`src/verilog/timer2_uart_pkg.sv`:
```
// Shared constants and types for the timer 2 and serial port block.
package timer2_uart_pkg;
   localparam logic [7:0] SERIAL_CONTROL_ADDR = 8'h98;
   localparam logic [7:0] SERIAL_DATA_BUFFER_ADDR = 8'h99;
   localparam logic [7:0] TIMER2_CONTROL_ADDR = 8'hC8;
   localparam logic [7:0] RELOAD_CAPTURE_LOW_ADDR = 8'hCA;
   localparam logic [7:0] RELOAD_CAPTURE_HIGH_ADDR = 8'hCB;
   localparam logic [7:0] TIMER2_COUNT_LOW_ADDR = 8'hCC;
   localparam logic [7:0] TIMER2_COUNT_HIGH_ADDR = 8'hCD;

   localparam logic [7:0] SERIAL_CONTROL_RESET = 8'h00;
   localparam logic [7:0] SERIAL_DATA_BUFFER_RESET = 8'h00;
   localparam logic [7:0] TIMER2_CONTROL_RESET = 8'h00;
   localparam logic [15:0] RELOAD_CAPTURE_RESET = 16'h0000;
   localparam logic [15:0] TIMER2_COUNT_RESET = 16'h0000;
   localparam logic [15:0] COUNT_ALL_ONES = 16'hFFFF;
   localparam logic [7:0] UNMAPPED_READ = 8'h00;

   // Sixteen oversample ticks make one UART bit; the receiver samples mid-bit.
   localparam logic [3:0] OVERSAMPLE_LAST = 4'hF;
   localparam logic [3:0] SAMPLE_PHASE = 4'h7;
   localparam logic [3:0] SHIFT_LAST_BIT = 4'h7;
   localparam logic [3:0] UART8_STOP_INDEX = 4'h9;
   localparam logic [3:0] UART9_STOP_INDEX = 4'hA;
   localparam logic [3:0] UART8_LAST_DATA = 4'h8;
   localparam logic [3:0] UART9_LAST_DATA = 4'h9;

   typedef enum logic [1:0] {SER_SHIFT, SER_UART8, SER_UART9_FIXED, SER_UART9_VAR} ser_mode_t;
   typedef enum logic [1:0] {T2_OFF, T2_AUTORELOAD, T2_CAPTURE, T2_BAUD} t2_mode_t;
   typedef enum logic [1:0] {TX_IDLE, TX_UART, TX_SHIFT} tx_state_t;
   typedef enum logic [1:0] {RX_IDLE, RX_UART, RX_SHIFT} rx_state_t;

   typedef struct packed {
      logic timer2_overflow_flag;
      logic ext_trigger_flag;
      logic rx_clock_select;
      logic tx_clock_select;
      logic ext_trigger_enable;
      logic timer2_run;
      logic counter_select;
      logic capture_select;
   } timer2_control_t;

   typedef struct packed {
      ser_mode_t mode_select;
      logic multiproc_filter;
      logic rx_enable;
      logic tx_ninth_bit;
      logic rx_ninth_bit;
      logic tx_done_flag;
      logic rx_done_flag;
   } serial_control_t;

   typedef struct packed {
      logic wr;
      logic rd;
      logic [7:0] addr;
      logic [7:0] wdata;
   } sfr_req_t;
endpackage

```
`src/verilog/timer2_uart.sv`:
```
// Timer 2 (autoreload, capture, baud generator) with the receive-buffered serial port.
module timer2_uart
   import timer2_uart_pkg::*;
(
   input wire logic core_clk,
   input wire logic srst,
   input wire sfr_req_t sfr_req,
   output logic [7:0] sfr_rdata,
   input wire logic baud_double,
   input wire logic timer1_overflow,
   input wire logic ext_trigger_pin,
   input wire logic timer2_count_input,
   input wire logic rxd_in,
   output logic rxd_out,
   output logic rxd_oe,
   output logic txd,
   output logic timer2_irq,
   output logic serial_irq,
   output logic timer2_overflow_pulse
);

   function automatic logic wr_hit(input sfr_req_t r, input logic [7:0] a);
      return r.wr && (r.addr == a);
   endfunction

   // Pin synchronisers; the third stage only serves edge detection.
   logic [2:0] pin_async;
   logic [2:0] sync1_r;
   logic [2:0] sync2_r;
   logic [2:0] sync3_r;
   assign pin_async = {rxd_in, timer2_count_input, ext_trigger_pin};

   for (genvar i = 0; i < 3; i++) begin : g_sync
      always_ff @(posedge core_clk) begin
         if (srst) begin
            sync1_r[i] <= 1'b1;
            sync2_r[i] <= 1'b1;
            sync3_r[i] <= 1'b1;
         end else begin
            sync1_r[i] <= pin_async[i];
            sync2_r[i] <= sync1_r[i];
            sync3_r[i] <= sync2_r[i];
         end
      end
   end

   logic ext_fall;
   logic count_pin_fall;
   logic rxd_s;
   logic rxd_fall;
   assign ext_fall = sync3_r[0] & ~sync2_r[0];
   assign count_pin_fall = sync3_r[1] & ~sync2_r[1];
   assign rxd_s = sync2_r[2];
   assign rxd_fall = sync3_r[2] & ~sync2_r[2];

   timer2_control_t timer2_control_r;
   serial_control_t serial_control_r;
   logic [15:0] rcap_r;
   logic [15:0] count_r;
   logic [7:0] rx_buf_r;
   logic [7:0] rdata_r;
   logic prescale_r;
   logic t1_half_r;
   logic t2_ovf_r;
   logic timer2_irq_r;
   logic serial_irq_r;

   t2_mode_t t2_mode;
   logic count_event;
   logic ovf;
   logic ext_event;
   logic reload;
   logic capture;

   always_comb begin
      if (!timer2_control_r.timer2_run) begin
         t2_mode = T2_OFF;
      end else if (timer2_control_r.rx_clock_select || timer2_control_r.tx_clock_select) begin
         t2_mode = T2_BAUD;
      end else if (timer2_control_r.capture_select) begin
         t2_mode = T2_CAPTURE;
      end else begin
         t2_mode = T2_AUTORELOAD;
      end
   end

   // In baud mode with counter_select clear the timer ticks every other clock, as the serial divider expects.
   always_comb begin
      if (t2_mode == T2_OFF) begin
         count_event = 1'b0;
      end else if (timer2_control_r.counter_select) begin
         count_event = count_pin_fall;
      end else begin
         count_event = (t2_mode == T2_BAUD) ? prescale_r : 1'b1;
      end
   end

   assign ovf = count_event && (count_r == COUNT_ALL_ONES);
   assign ext_event = ext_fall && timer2_control_r.ext_trigger_enable && (t2_mode != T2_OFF);
   assign reload = (ovf && (t2_mode == T2_AUTORELOAD || t2_mode == T2_BAUD))
      || (ext_event && t2_mode == T2_AUTORELOAD);
   assign capture = ext_event && (t2_mode == T2_CAPTURE);

   always_ff @(posedge core_clk) begin
      if (srst) begin
         prescale_r <= 1'b0;
         t1_half_r <= 1'b0;
         t2_ovf_r <= 1'b0;
      end else begin
         prescale_r <= ~prescale_r;
         t1_half_r <= timer1_overflow ? ~t1_half_r : t1_half_r;
         t2_ovf_r <= ovf;
      end
   end

   // A software write to a count byte wins over counting in the same cycle.
   always_ff @(posedge core_clk) begin
      if (srst) begin
         count_r <= TIMER2_COUNT_RESET;
      end else begin
         if (reload) begin
            count_r <= rcap_r;
         end else if (count_event) begin
            count_r <= count_r + 16'h0001;
         end
         if (wr_hit(sfr_req, TIMER2_COUNT_LOW_ADDR)) begin
            count_r[7:0] <= sfr_req.wdata;
         end
         if (wr_hit(sfr_req, TIMER2_COUNT_HIGH_ADDR)) begin
            count_r[15:8] <= sfr_req.wdata;
         end
      end
   end

   always_ff @(posedge core_clk) begin
      if (srst) begin
         rcap_r <= RELOAD_CAPTURE_RESET;
      end else begin
         if (capture) begin
            rcap_r <= count_r;
         end
         if (wr_hit(sfr_req, RELOAD_CAPTURE_LOW_ADDR)) begin
            rcap_r[7:0] <= sfr_req.wdata;
         end
         if (wr_hit(sfr_req, RELOAD_CAPTURE_HIGH_ADDR)) begin
            rcap_r[15:8] <= sfr_req.wdata;
         end
      end
   end

   // Flags: a hardware set in the same cycle as a software clear is kept.
   always_ff @(posedge core_clk) begin
      if (srst) begin
         timer2_control_r <= timer2_control_t'(TIMER2_CONTROL_RESET);
      end else begin
         if (wr_hit(sfr_req, TIMER2_CONTROL_ADDR)) begin
            timer2_control_r <= timer2_control_t'(sfr_req.wdata);
         end
         if (ovf && t2_mode != T2_BAUD) begin
            timer2_control_r.timer2_overflow_flag <= 1'b1;
         end
         if (ext_event) begin
            timer2_control_r.ext_trigger_flag <= 1'b1;
         end
      end
   end

   // Serial bit clocks: sixteen oversample ticks per bit.
   logic fixed_tick;
   logic t1_tick;
   logic tx_tick;
   logic rx_tick;
   logic uart9;
   assign fixed_tick = baud_double | prescale_r;
   assign t1_tick = timer1_overflow & (baud_double | t1_half_r);
   assign uart9 = serial_control_r.mode_select[1];
   assign tx_tick = (serial_control_r.mode_select == SER_UART9_FIXED) ? fixed_tick
      : (timer2_control_r.tx_clock_select ? t2_ovf_r : t1_tick);
   assign rx_tick = (serial_control_r.mode_select == SER_UART9_FIXED) ? fixed_tick
      : (timer2_control_r.rx_clock_select ? t2_ovf_r : t1_tick);

   // Transmit engine.
   tx_state_t tx_state_r;
   logic [9:0] tx_shift_r;
   logic [3:0] tx_bit_r;
   logic [3:0] tx_phase_r;
   logic tx_line_r;
   logic tx_clk_r;
   logic tx_data_out_r;
   logic ti_set;
   logic [3:0] tx_stop;
   assign tx_stop = uart9 ? UART9_STOP_INDEX : UART8_STOP_INDEX;

   always_ff @(posedge core_clk) begin
      if (srst) begin
         tx_state_r <= TX_IDLE;
         tx_shift_r <= 10'h3FF;
         tx_bit_r <= 4'h0;
         tx_phase_r <= 4'h0;
         tx_line_r <= 1'b1;
         tx_clk_r <= 1'b1;
         tx_data_out_r <= 1'b1;
         ti_set <= 1'b0;
      end else begin
         ti_set <= 1'b0;
         if (wr_hit(sfr_req, SERIAL_DATA_BUFFER_ADDR)) begin
            // stop bit fills the ninth slot in 8-bit mode.
            tx_shift_r <= {1'b1, uart9 ? serial_control_r.tx_ninth_bit : 1'b1, sfr_req.wdata};
            tx_bit_r <= 4'h0;
            tx_phase_r <= 4'h0;
            if (serial_control_r.mode_select == SER_SHIFT) begin
               tx_state_r <= TX_SHIFT;
            end else begin
               tx_state_r <= TX_UART;
               tx_line_r <= 1'b0;
            end
         end else begin
            case (tx_state_r)
               TX_UART: begin
                  if (tx_tick) begin
                     tx_phase_r <= tx_phase_r + 4'h1;
                     if (tx_phase_r == OVERSAMPLE_LAST) begin
                        if (tx_bit_r == tx_stop) begin
                           tx_state_r <= TX_IDLE;
                           tx_line_r <= 1'b1;
                        end else begin
                           tx_bit_r <= tx_bit_r + 4'h1;
                           tx_line_r <= tx_shift_r[0];
                           tx_shift_r <= {1'b1, tx_shift_r[9:1]};
                           ti_set <= (tx_bit_r + 4'h1) == tx_stop;
                        end
                     end
                  end
               end
               TX_SHIFT: begin
                  // Each clock is half a bit, so one bit takes two clocks.
                  begin
                     tx_phase_r[0] <= ~tx_phase_r[0];
                     if (!tx_phase_r[0]) begin
                        tx_clk_r <= 1'b0;
                        tx_data_out_r <= tx_shift_r[0];
                     end else begin
                        tx_clk_r <= 1'b1;
                        tx_shift_r <= {1'b1, tx_shift_r[9:1]};
                        tx_bit_r <= tx_bit_r + 4'h1;
                        if (tx_bit_r == SHIFT_LAST_BIT) begin
                           tx_state_r <= TX_IDLE;
                           ti_set <= 1'b1;
                        end
                     end
                  end
               end
               default: begin
                  tx_clk_r <= 1'b1;
                  tx_data_out_r <= 1'b1;
               end
            endcase
         end
      end
   end

   // Receive engine; the shift register is separate from the read buffer.
   rx_state_t rx_state_r;
   logic [8:0] rx_shift_r;
   logic [3:0] rx_bit_r;
   logic [3:0] rx_phase_r;
   logic rx_clk_r;
   logic ri_set;
   logic rb8_load;
   logic rb8_val;
   logic [3:0] rx_last;
   logic rx_accept;
   assign rx_last = uart9 ? UART9_LAST_DATA : UART8_LAST_DATA;
   assign rx_accept = !serial_control_r.multiproc_filter
      || (uart9 ? rx_shift_r[8] : rxd_s);

   always_ff @(posedge core_clk) begin
      if (srst) begin
         rx_state_r <= RX_IDLE;
         rx_shift_r <= 9'h000;
         rx_bit_r <= 4'h0;
         rx_phase_r <= 4'h0;
         rx_clk_r <= 1'b1;
         rx_buf_r <= SERIAL_DATA_BUFFER_RESET;
         ri_set <= 1'b0;
         rb8_load <= 1'b0;
         rb8_val <= 1'b0;
      end else begin
         ri_set <= 1'b0;
         rb8_load <= 1'b0;
         if (!serial_control_r.rx_enable) begin
            rx_state_r <= RX_IDLE;
            rx_clk_r <= 1'b1;
         end else begin
            case (rx_state_r)
               RX_IDLE: begin
                  rx_bit_r <= 4'h0;
                  rx_phase_r <= 4'h0;
                  rx_clk_r <= 1'b1;
                  if (serial_control_r.mode_select == SER_SHIFT) begin
                     if (!serial_control_r.rx_done_flag && tx_state_r == TX_IDLE) begin
                        rx_state_r <= RX_SHIFT;
                     end
                  end else if (rxd_fall) begin
                     rx_state_r <= RX_UART;
                  end
               end
               RX_UART: begin
                  if (rx_tick) begin
                     rx_phase_r <= rx_phase_r + 4'h1;
                     if (rx_phase_r == SAMPLE_PHASE) begin
                        if (rx_bit_r == 4'h0) begin
                           // A start bit that reads high mid-bit was a glitch.
                           rx_state_r <= rxd_s ? RX_IDLE : RX_UART;
                           rx_bit_r <= 4'h1;
                        end else if (rx_bit_r <= rx_last) begin
                           rx_shift_r <= {rxd_s, rx_shift_r[8:1]};
                           rx_bit_r <= rx_bit_r + 4'h1;
                        end else begin
                           rx_state_r <= RX_IDLE;
                           if (rx_accept) begin
                              // an unread byte is overwritten here.
                              rx_buf_r <= uart9 ? rx_shift_r[7:0] : rx_shift_r[8:1];
                              rb8_load <= 1'b1;
                              rb8_val <= uart9 ? rx_shift_r[8] : rxd_s;
                              ri_set <= 1'b1;
                           end
                        end
                     end
                  end
               end
               RX_SHIFT: begin
                  begin
                     rx_phase_r[0] <= ~rx_phase_r[0];
                     if (!rx_phase_r[0]) begin
                        rx_clk_r <= 1'b0;
                     end else begin
                        rx_clk_r <= 1'b1;
                        rx_shift_r <= {rxd_s, rx_shift_r[8:1]};
                        rx_bit_r <= rx_bit_r + 4'h1;
                        if (rx_bit_r == SHIFT_LAST_BIT) begin
                           rx_state_r <= RX_IDLE;
                           rx_buf_r <= {rxd_s, rx_shift_r[8:2]};
                           ri_set <= 1'b1;
                        end
                     end
                  end
               end
               default: begin
                  rx_state_r <= RX_IDLE;
               end
            endcase
         end
      end
   end

   always_ff @(posedge core_clk) begin
      if (srst) begin
         serial_control_r <= serial_control_t'(SERIAL_CONTROL_RESET);
      end else begin
         if (wr_hit(sfr_req, SERIAL_CONTROL_ADDR)) begin
            serial_control_r <= serial_control_t'(sfr_req.wdata);
         end
         if (rb8_load) begin
            serial_control_r.rx_ninth_bit <= rb8_val;
         end
         if (ti_set) begin
            serial_control_r.tx_done_flag <= 1'b1;
         end
         if (ri_set) begin
            serial_control_r.rx_done_flag <= 1'b1;
         end
      end
   end

   // Pin drivers: in shift mode the transmit pin carries the shift clock.
   logic txd_r;
   logic rxd_out_r;
   logic rxd_oe_r;
   always_ff @(posedge core_clk) begin
      if (srst) begin
         txd_r <= 1'b1;
         rxd_out_r <= 1'b1;
         rxd_oe_r <= 1'b0;
      end else begin
         if (tx_state_r == TX_SHIFT) begin
            txd_r <= tx_clk_r;
         end else if (rx_state_r == RX_SHIFT) begin
            txd_r <= rx_clk_r;
         end else begin
            txd_r <= tx_line_r;
         end
         rxd_out_r <= tx_data_out_r;
         rxd_oe_r <= tx_state_r == TX_SHIFT;
      end
   end

   always_ff @(posedge core_clk) begin
      if (srst) begin
         rdata_r <= UNMAPPED_READ;
      end else if (sfr_req.rd) begin
         if (sfr_req.addr == SERIAL_CONTROL_ADDR) begin
            rdata_r <= serial_control_r;
         end else if (sfr_req.addr == SERIAL_DATA_BUFFER_ADDR) begin
            rdata_r <= rx_buf_r;
         end else if (sfr_req.addr == TIMER2_CONTROL_ADDR) begin
            rdata_r <= timer2_control_r;
         end else if (sfr_req.addr == RELOAD_CAPTURE_LOW_ADDR) begin
            rdata_r <= rcap_r[7:0];
         end else if (sfr_req.addr == RELOAD_CAPTURE_HIGH_ADDR) begin
            rdata_r <= rcap_r[15:8];
         end else if (sfr_req.addr == TIMER2_COUNT_LOW_ADDR) begin
            rdata_r <= count_r[7:0];
         end else if (sfr_req.addr == TIMER2_COUNT_HIGH_ADDR) begin
            rdata_r <= count_r[15:8];
         end else begin
            rdata_r <= UNMAPPED_READ;
         end
      end
   end

   always_ff @(posedge core_clk) begin
      if (srst) begin
         timer2_irq_r <= 1'b0;
         serial_irq_r <= 1'b0;
      end else begin
         timer2_irq_r <= timer2_control_r.timer2_overflow_flag | timer2_control_r.ext_trigger_flag;
         serial_irq_r <= serial_control_r.tx_done_flag | serial_control_r.rx_done_flag;
      end
   end

   assign sfr_rdata = rdata_r;
   assign txd = txd_r;
   assign rxd_out = rxd_out_r;
   assign rxd_oe = rxd_oe_r;
   assign timer2_irq = timer2_irq_r;
   assign serial_irq = serial_irq_r;
   assign timer2_overflow_pulse = t2_ovf_r;

endmodule

```
`config.mk`:
```
export PLATFORM = sky130hd
export DESIGN_NAME = timer2_uart
export DESIGN_NICKNAME = d
export VERILOG_FILES = /design/src/verilog/timer2_uart_pkg.sv /design/src/verilog/timer2_uart.sv
export SDC_FILE = /design/constraint.sdc
export NUM_CORES = 1
export LEC_CHECK = 0
export BUFFER_PORTS_ARGS = -buffer_cell sky130_fd_sc_hd__buf_2
export CAP_MARGIN = 0
export CORE_MARGIN = 2
export CORE_UTILIZATION = 25
export CTS_CLUSTER_DIAMETER = 60
export DETAILED_ROUTE_END_ITERATION = 10
export RECOVER_POWER = 25
export SLEW_MARGIN = 40
export SYNTH_ARGS = -nofsm -noshare
export SYNTH_HDL_FRONTEND = slang
export SYNTH_SLANG_ARGS = --single-unit
```
`constraint.sdc`:
```
create_clock -name core_clk -period 2.2 [get_ports core_clk]
set_input_delay 0.22 -clock core_clk [delete_from_list [all_inputs] [get_ports core_clk]]
set_output_delay 0.22 -clock core_clk [all_outputs]
set_load 0.05 [all_outputs]
```
==> results.sh, run 1 <==
export IMPL_slew_viol_final=0
export IMPL_synth_ff_type="dfxtp_1"
export IMPL_synth_cells=793
export IMPL_crit_chain="ha_1 > or3_1 > a2111oi_0 > nor2_1 > nor3b_1"
export IMPL_cts_tree="built"
export IMPL_cp_data_required_time_ns=2.51
export IMPL_final_antenna_net_count=0
export IMPL_outcome="finished, final reports clean"
export IMPL_synth_seq_cells=127
export IMPL_grt_usage_pct=14.29
export IMPL_die_height_um=169.3
export IMPL_synth_nets=832
export IMPL_p_per_area_mw_per_mm2=636.3
export IMPL_htreeDepth=4
export IMPL_routed_wl_um=20240
export IMPL_worst_slack_ns=0.04703
export IMPL_drt_vias_per_instance=5.057
export IMPL_clock_sinks=127
export IMPL_synthArstFlopShare_pct=0
export IMPL_synthXorXnorAreaFrac_pct=2.692
export IMPL_place_gp_congestion=0.9022
export IMPL_synth_fa_ha_area_share_pct=2.564
export IMPL_setup_viol=0
export IMPL_synth_mux_area_share_pct=10.82
export IMPL_synth_common_cells="dfxtp_1 (127), nor2_1 (107), mux2i_1 (66)"
export IMPL_grt_pass1_vias=5981
export IMPL_end_kind="flop"
export IMPL_grt_max_degree=29
export IMPL_pre_cts_ws_ns=0.06650
export IMPL_fin_worst_skew_ns=0.005635
export IMPL_period_share_pct=97.86
export IMPL_syn2layout_area_growth_pct=23.33
export IMPL_first_iter_violations=465
export IMPL_post_drt_wl_per_cell_um=16.48
export IMPL_die_area_mm2=0.02866
export IMPL_cp_start_kind="flop"
export IMPL_rsz0062_at_grt="true"
export IMPL_grtUsageMet3_pct=3.848
export IMPL_finalHoldViolCount=0
export IMPL_slowest_delay_ns=0.51
export IMPL_synth_compound_area_share_pct=20.46
export IMPL_critPathArrivalTime_ns=2.46
export IMPL_cts_buffers=17
export IMPL_hold_class="input pin to flop"
export IMPL_ir_drop_mv=0.4046
export IMPL_critical_path_top_delay_family="simple AND/OR/NAND/NOR gates"
export IMPL_clock_path_buffers=2
export IMPL_io_buffers=38
export IMPL_yosys_warnings=0
export IMPL_synth_area_per_cell_um2=8.615
export IMPL_synth_edf_count=0
export IMPL_syn_area_mm2=0.006832
export IMPL_antenna_cells=0
export IMPL_maxCapViolations=0
export IMPL_io_pins=39
export IMPL_clk_latency_ns=0.43
export IMPL_nNetsFinal=913
export IMPL_synth_top_area_share_pct=37.22
export IMPL_crit_type="flop to flop"
export IMPL_p_leak_nw=3.134
export IMPL_crit_buf_inv=0
export IMPL_yosysMostFrequentCell="dfxtp_1"
export IMPL_drc=0
export IMPL_cp_max_fo=8
export IMPL_synth_cell_types=76
export IMPL_top_usage_layer="met2"
export IMPL_yosysSeqAreaShare_pct=37.22
export IMPL_vias=6210
export IMPL_dr_pass1_iters=6
export IMPL_die_w_um=169.3
export IMPL_relSlewSlack_pct=32.26
export IMPL_post_dp_hpwl_um=14790
export IMPL_grtUsageMet1_pct=19.12
export IMPL_std_cell_rows=60
export IMPL_core_region_area_mm2=0.02688
export IMPL_antenna_found_initial=1
export IMPL_grt_pass1_wl_um=32210
export IMPL_synthTopCellsByArea="dfxtp_1 (37%), mux2i_1 (9.7%), nor2_1 (5.9%), o21ai_0 (3.4%), nand2_1 (2.7%)"
export IMPL_start_util_pct=25.42
export IMPL_yosys_area_top_type="dfxtp_1"
export IMPL_gr_total_overflow=0
export IMPL_clock_fmax_mhz=464.5
export IMPL_clockRootBuffer="clkbuf_16"
export IMPL_layout_drive_gt1_share_pct=19.50
export IMPL_worst_pin_slew_ns=1.016
export IMPL_crit_slowest_cell="a2111oi_0"
export IMPL_grt_use_met2_pct=22.87
export IMPL_fin_util_pct=31.35
export IMPL_synth_top_family_by_area="simple AND/OR/NAND/NOR gates"
export IMPL_yosys_area_share_simple_pct=22.20
export IMPL_fin_crit_ns=2.153
export IMPL_path_clk_slew_ns=0.06
## sequential cells by signal, indices dropped and copies added (netlist names), 3 cells and up
signal,flops
rx_shift_r,9
tx_phase_r,4
sync1_r,3
tx_shift_r,9
sync3_r,3
rcap_r,16
count_r,16
serial_control_r,8
sfr_rdata,8
rx_phase_r,4
rx_buf_r,8
tx_bit_r,4
timer2_control_r,8
rx_bit_r,4
## placed cells by master (no fill, tap or decap), types with 5 or more instances in the layout
cell type,instances
a2111oi_0,7
a211oi_1,23
a21o_1,6
a21oi_1,33
a221o_1,7
a221oi_1,8
a311oi_1,12
and3_1,6
buf_2,25
buf_4,62
clkbuf_1,16
clkbuf_16,17
dfxtp_1,123
ha_1,13
inv_1,20
mux2_2,6
mux2i_1,65
nand2_1,49
nand2b_1,17
nand3_1,19
nand3b_1,8
nand4_1,10
nor2_1,107
nor2b_1,14
nor3_1,20
nor3b_1,5
o21ai_0,46
or2_2,13
or3_1,8
xnor2_1,14
xor2_1,7
## power breakdown
group	total [mW]	internal (mW)	switching, mW	leakage, nW
clock	2.81	1.70	1.11	0.275
combinational	0.232	0.0773	0.155	1.83
sequential	2.32	2.31	0.00786	1.03
## cells by family (layout without fill, tap and decap cells)
logic type	count (synthesis)	in the layout
AOI/OAI and AO/OA	191	191
xor gates and xnor gates	21	21
adders and majority gates	14	14
buffers and inverters	67	161
DFF	127	127
muxes	73	73
and+or+nand+nor	300	300
## metrics by stage
stage,TNS (ns),hold WS [ns],std cells,instance area (um2),power [mW]
5_1_grt,-0.008286,0.009923,1228,8426,5.509
2_1_floorplan,0,0.3238,793,6832,2.488
3_3_place_gp,0,0.3924,1191,7791,2.601
4_1_cts,0,0.01029,1224,8384,5.399
6_report,0,0.003735,1228,8426,5.361
3_5_place_dp,0,0.3932,1191,7791,2.602
## what timing repair did
item	in CTS	in global routing
hold buffers	1	1
setup buffers	0	3
endpoints found under the setup margin	0	31
endpoints found under the hold margin	1	1
resized for setup	0	13
## final cells by class
| class | instances | area (um2) |
|---|---|---|
| clock buffer | 19 | 442.9 |
| inverter | 21 | 78.83 |
| tap | 341 | 426.7 |
| fill | 2850 | 18450 |
| clock inverter | 13 | 140.1 |
| timing repair buffer | 108 | 738.2 |
| sequential | 127 | 2547 |
| multi-input combinational | 599 | 4051 |
## routing by layer
metal	vias up	wire length (um)
met5	-	0
met4	0	273
met3	29	1601
met2	202	9272
met1	2925	9092
li1	3054	-
## path summary, 6_finish.rpt
| check | from | end | slack, ns | depth (start not counted) |
|---|---|---|---|---|
| worst max register to register | tx_bit_r[0] | ti_set | 0.05 | 5 |
| worst min register to register | sync1_r[1] | sync2_r[1] | 0.41 | 1 |
| worst max-delay path | tx_bit_r[0] | ti_set | 0.05 | 5 |
| worst min-delay path | rxd_in | sync1_r[2] | 0.004 | 2 |
Power figures use the tool's default switching activity.
==> run 2, diff against run 1 <==
- PLACE_DENSITY: default -> 0.39
==> results.sh, run 2 (same netlist as run 1, synthesis figures left out) <==
export IMPL_outcome="finished, final reports clean"
export IMPL_die_w_um=169.3
export IMPL_clk_latency_ns=0.42
export IMPL_switchingPower_mw=1.271
export IMPL_cell_internal_pwr_mw=4.243
export IMPL_pre_cts_ws_ns=-0.05061
export IMPL_p_seq_share_pct=42.0
export IMPL_fin_crit_ns=2.156
export IMPL_cp_start_kind="flop"
export IMPL_combPwrFrac_pct=4.5
export IMPL_clock_sinks=127
export IMPL_first_iter_violations=351
export IMPL_cts_tree="built"
export IMPL_final_common_cell="dfxtp_1"
export IMPL_fin_worst_skew_ns=0.01224
export IMPL_p_leak_nw=3.237
export IMPL_fin_util_pct=31.89
export IMPL_drt_vias_per_instance=4.987
export IMPL_routed_wl_um=22630
export IMPL_critPathArrivalTime_ns=2.50
export IMPL_clock_fmax_mhz=463.8
export IMPL_gr_total_overflow=0
export IMPL_post_drt_wl_per_cell_um=18.21
export IMPL_crit_slowest_cell="or4_4"
export IMPL_final_antenna_net_count=0
export IMPL_grt_usage_pct=16.16
export IMPL_path_clk_slew_ns=0.06
export IMPL_antenna_cells=0
export IMPL_finalHoldViolCount=0
export IMPL_hold_class="input pin to flop"
export IMPL_vias=6199
export IMPL_maxCapViolations=0
export IMPL_worst_slack_ns=0.04386
export IMPL_grt_max_degree=39
export IMPL_layout_drive_gt1_share_pct=20.40
export IMPL_largest_registers="count_r x16, rcap_r x16"
export IMPL_setup_viol=0
export IMPL_power_mw=5.515
export IMPL_cts_buffers=17
export IMPL_slew_viol_final=0
export IMPL_ir_drop_mv=0.4528
export IMPL_start_util_pct=25.42
export IMPL_io_pins=39
export IMPL_die_height_um=169.3
export IMPL_dr_pass1_iters=5
export IMPL_io_buffers=38
export IMPL_die_area_mm2=0.02866
export IMPL_drc=0
export IMPL_syn2layout_area_growth_pct=25.46
export IMPL_std_cell_rows=60
export IMPL_p_sw_share_pct=23.06
export IMPL_slowest_delay_ns=0.52
export IMPL_period_share_pct=98.01
export IMPL_relSlewSlack_pct=59.88
export IMPL_mostFrequentLayoutCells="dfxtp_1 (125), nor2_1 (107), buf_4 (76), mux2i_1 (66), nand2_1 (49)"
export IMPL_rsz0062_at_grt="true"
export IMPL_p_per_area_mw_per_mm2=643.4
export IMPL_cp_data_required_time_ns=2.54
export IMPL_crit_chain="inv_2 > ha_1 > nor2_1 > o31a_2 > a2111oi_4 > nand3_1 > or4_4 > o31ai_4"
export IMPL_clkPwrFrac_pct=53.5
export IMPL_worst_pin_slew_ns=0.5866
export IMPL_nNetsFinal=928
export IMPL_htreeDepth=4
export IMPL_grt_pass1_wl_um=35360
export IMPL_antenna_found_initial=0
export IMPL_grt_pass1_vias=6025
export IMPL_core_region_area_mm2=0.02688
export IMPL_clock_path_buffers=2
export IMPL_crit_type="flop to flop"
export IMPL_end_kind="flop"
export IMPL_place_gp_congestion=0.8119
export IMPL_post_dp_hpwl_um=16570
export IMPL_clockRootBuffer="clkbuf_16"
export IMPL_cp_max_fo=2
[run 2: cell count changes in the layout (fill, tap and decap cells not counted), sizes merged]
cell,change
dlygate4sd3,+1
clkinvlp,-2
inv,-1
buf,+12
clkbuf,+7
clkinv,-2
[run 2: final timing paths]
| kind | start | cells after the start | to | slack [ns] |
|---|---|---|---|---|
| max reg2reg | rx_bit_r[0] | 8 | rx_bit_r[3] | 0.04 |
| max | rx_bit_r[0] | 8 | rx_bit_r[3] | 0.04 |
| min reg2reg | sync1_r[1] | 1 | sync2_r[1] | 0.41 |
| min | timer1_overflow | 3 | t1_half_r | 0.07 |
[run 2: area by class of cell]
type	instances	area, um2
Sequential cell	127	2545
Tap cell	341	426.7
Multi-Input combinational cell	599	4061
Inverter	21	78.83
Fill cell	2895	18310
Clock buffer	24	511.7
Timing Repair Buffer	123	844.6
Clock inverter	8	102.6
[run 2: worst max-delay path: cells and delay by family (launching register included)]
kind / cells / cell delay [ns]
AOI/OAI and AO/OA: 3 / 0.71
adders and majority gates: 1 / 0.27
buffers and inverters: 1 / 0.04
DFF: 1 / 0.33
and+or+nand+nor: 3 / 0.74
[run 2: per-layer routing]
layer / GRT usage (%) / share of wire (%) / routed length, um / vias up
met5: 0 / 0 / 0 / -
met4: 4.682 / 1.4 / 318 / 0
met3: 2.799 / 3.1 / 698 / 19
met2: 25.84 / 46 / 10460 / 108
met1: 22.31 / 49 / 11150 / 2989
li1: - / - / - / 3083
[run 2: per-stage QoR]
stage	setup TNS (ns)	instances	area, um2	hold WS [ns]
after floorplan	0	793	6832	0.3238
after detailed placement	-0.05061	1200	7853	0.3975
final	0	1243	8571	0.06659
after CTS	0	1238	8521	0.03962
after global placement	-0.1097	1200	7846	0.3964
after global routing	-0.06709	1243	8571	0.06254
[run 2: what timing repair did]
item                       in CTS  in global routing
hold endpoints to repair        3                  0
setup endpoints to repair       1                 21
setup buffers                   3                  5
pin swaps                       4                  7
resized for setup               1                 11
hold buffers                    3                  0
[run 2: power groups by stage]
stage / clock [mW] / combinational [mW] / sequential (mW)
after global placement: 0 / 0.247 / 2.37
after floorplan: 0 / 0.118 / 2.37
after global routing: 3.13 / 0.267 / 2.32
final: 2.95 / 0.246 / 2.32
after CTS: 3.03 / 0.250 / 2.32
after detailed placement: 0 / 0.245 / 2.37
==> run 3, diff against run 2 <==
==> constraint.sdc (replaced) <==
create_clock -name core_clk -period 2.2 [get_ports core_clk]
set_input_delay 0.44 -clock core_clk [delete_from_list [all_inputs] [get_ports core_clk]]
set_output_delay 0.44 -clock core_clk [all_outputs]
set_load 0.05 [all_outputs]
==> results.sh, run 3 (same netlist as run 1, synthesis figures left out) <==
export IMPL_fin_util_pct=31.65
export IMPL_clock_sinks=127
export IMPL_fin_worst_skew_ns=0.01311
export IMPL_dr_pass1_iters=5
export IMPL_cp_start_kind="flop"
export IMPL_top_usage_layer="met2"
export IMPL_die_height_um=169.3
export IMPL_clockRootBuffer="clkbuf_16"
export IMPL_end_kind="flop"
export IMPL_grt_use_met2_pct=26.51
export IMPL_placed_cells=1206
export IMPL_ir_drop_mv=0.5200
export IMPL_vias=6213
export IMPL_place_gp_congestion=0.8526
export IMPL_antenna_cells=0
export IMPL_grt_usage_pct=16.45
export IMPL_syn2layout_area_growth_pct=24.52
export IMPL_tns_ns=0
export IMPL_worst_pin_slew_ns=0.7994
export IMPL_die_w_um=169.3
export IMPL_clock_path_buffers=2
export IMPL_grtUsageMet3_pct=3.265
export IMPL_io_pins=39
export IMPL_gr_total_overflow=0
export IMPL_p_leak_nw=3.196
export IMPL_drt_vias_per_instance=5.002
export IMPL_nNetsFinal=927
export IMPL_cp_max_fo=10
export IMPL_htreeDepth=4
export IMPL_layout_drive_gt1_share_pct=20.53
export IMPL_core_region_area_mm2=0.02688
export IMPL_mostFrequentLayoutCells="dfxtp_1 (124), nor2_1 (107), buf_4 (74), mux2i_1 (66), nand2_1 (49)"
export IMPL_hold_class="input pin to flop"
export IMPL_power_mw=5.297
export IMPL_largest_registers="count_r x16, rcap_r x16"
export IMPL_crit_type="flop to flop"
export IMPL_final_area_mm2=0.008507
export IMPL_fillers=2887
export IMPL_std_cell_rows=60
export IMPL_setup_viol=0
export IMPL_routed_wl_um=22860
export IMPL_first_iter_violations=423
export IMPL_io_buffers=38
export IMPL_outcome="finished, final reports clean"
export IMPL_placed_area_mm2=0.007916
export IMPL_fin_crit_ns=2.079
export IMPL_cp_data_required_time_ns=2.53
export IMPL_finalHoldViolCount=0
export IMPL_cts_tree="built"
export IMPL_grt_max_degree=63
export IMPL_antenna_found_initial=0
export IMPL_pre_cts_ws_ns=0.02378
export IMPL_clk_latency_ns=0.43
export IMPL_drc=0
export IMPL_relSlewSlack_pct=46.71
export IMPL_fin_hold_ws_ns=0.2004
export IMPL_cts_buffers=17
export IMPL_critPathArrivalTime_ns=2.41
export IMPL_clock_fmax_mhz=480.9
export IMPL_p_per_area_mw_per_mm2=622.6
export IMPL_slew_viol_final=0
export IMPL_final_cells=1242
export IMPL_holdPathStages=2
export IMPL_maxCapViolations=0
export IMPL_post_dp_hpwl_um=16630
export IMPL_grtUsageMet1_pct=22.45
export IMPL_die_area_mm2=0.02866
export IMPL_final_common_cell="dfxtp_1"
export IMPL_path_clk_slew_ns=0.06
export IMPL_final_antenna_net_count=0
export IMPL_grt_pass1_wl_um=36140
export IMPL_grt_pass1_vias=6168
export IMPL_start_util_pct=25.42
export IMPL_period_share_pct=94.52
export IMPL_worst_slack_ns=0.1206
export IMPL_post_drt_wl_per_cell_um=18.41
export IMPL_reg2reg_depth=6
[run 3: worst max-delay path, cell delays in order (launching register included)]
cell,delay (ns)
dfxtp_1,0.40
or3b_1,0.45
and3_4,0.23
a31oi_4,0.37
and3_1,0.21
a21oi_1,0.05
a311oi_1,0.28
[run 3: cell type report]
class / count / area [um2] / area share [%]
Inverter: 21 / 78.83 / 0.9266
Sequential cell: 127 / 2546 / 29.93
Timing Repair Buffer: 122 / 853.3 / 10.03
Clock buffer: 24 / 511.7 / 6.016
Multi-Input combinational cell: 599 / 4035 / 47.43
Clock inverter: 8 / 55.05 / 0.6472
Tap cell: 341 / 426.7 / 5.015
[run 3: worst paths after layout]
kind | start | endpoint | slack, ns
worst min register to register | sync1_r[1] | sync2_r[1] | 0.41
worst max register to register | timer2_control_r[5] | count_r[8] | 0.12
worst min-delay path | rxd_in | sync1_r[2] | 0.20
worst max-delay path | timer2_control_r[5] | count_r[8] | 0.12
[run 3: repair_timing]
| item | 4_1_cts | 5_1_grt |
|---|---|---|
| pin swaps | 1 | 5 |
| endpoints found under the setup margin | 1 | 35 |
| resized for setup | 0 | 10 |
| hold buffers | 0 | 0 |
| endpoints found under the hold margin | 0 | 0 |
| setup buffers | 2 | 2 |
[run 3: metal layers]
metal  wire [um]  vias up
met1       10910     3002
met2       10870      120
met4         280        0
met3         801       17
met5           0        -
li1            -     3074
[run 3: report_power, final]
group	total, mW	internal [mW]	switching, mW
clock network	2.73	1.62	1.11
registers	2.32	2.31	0.00819
logic	0.248	0.0826	0.166
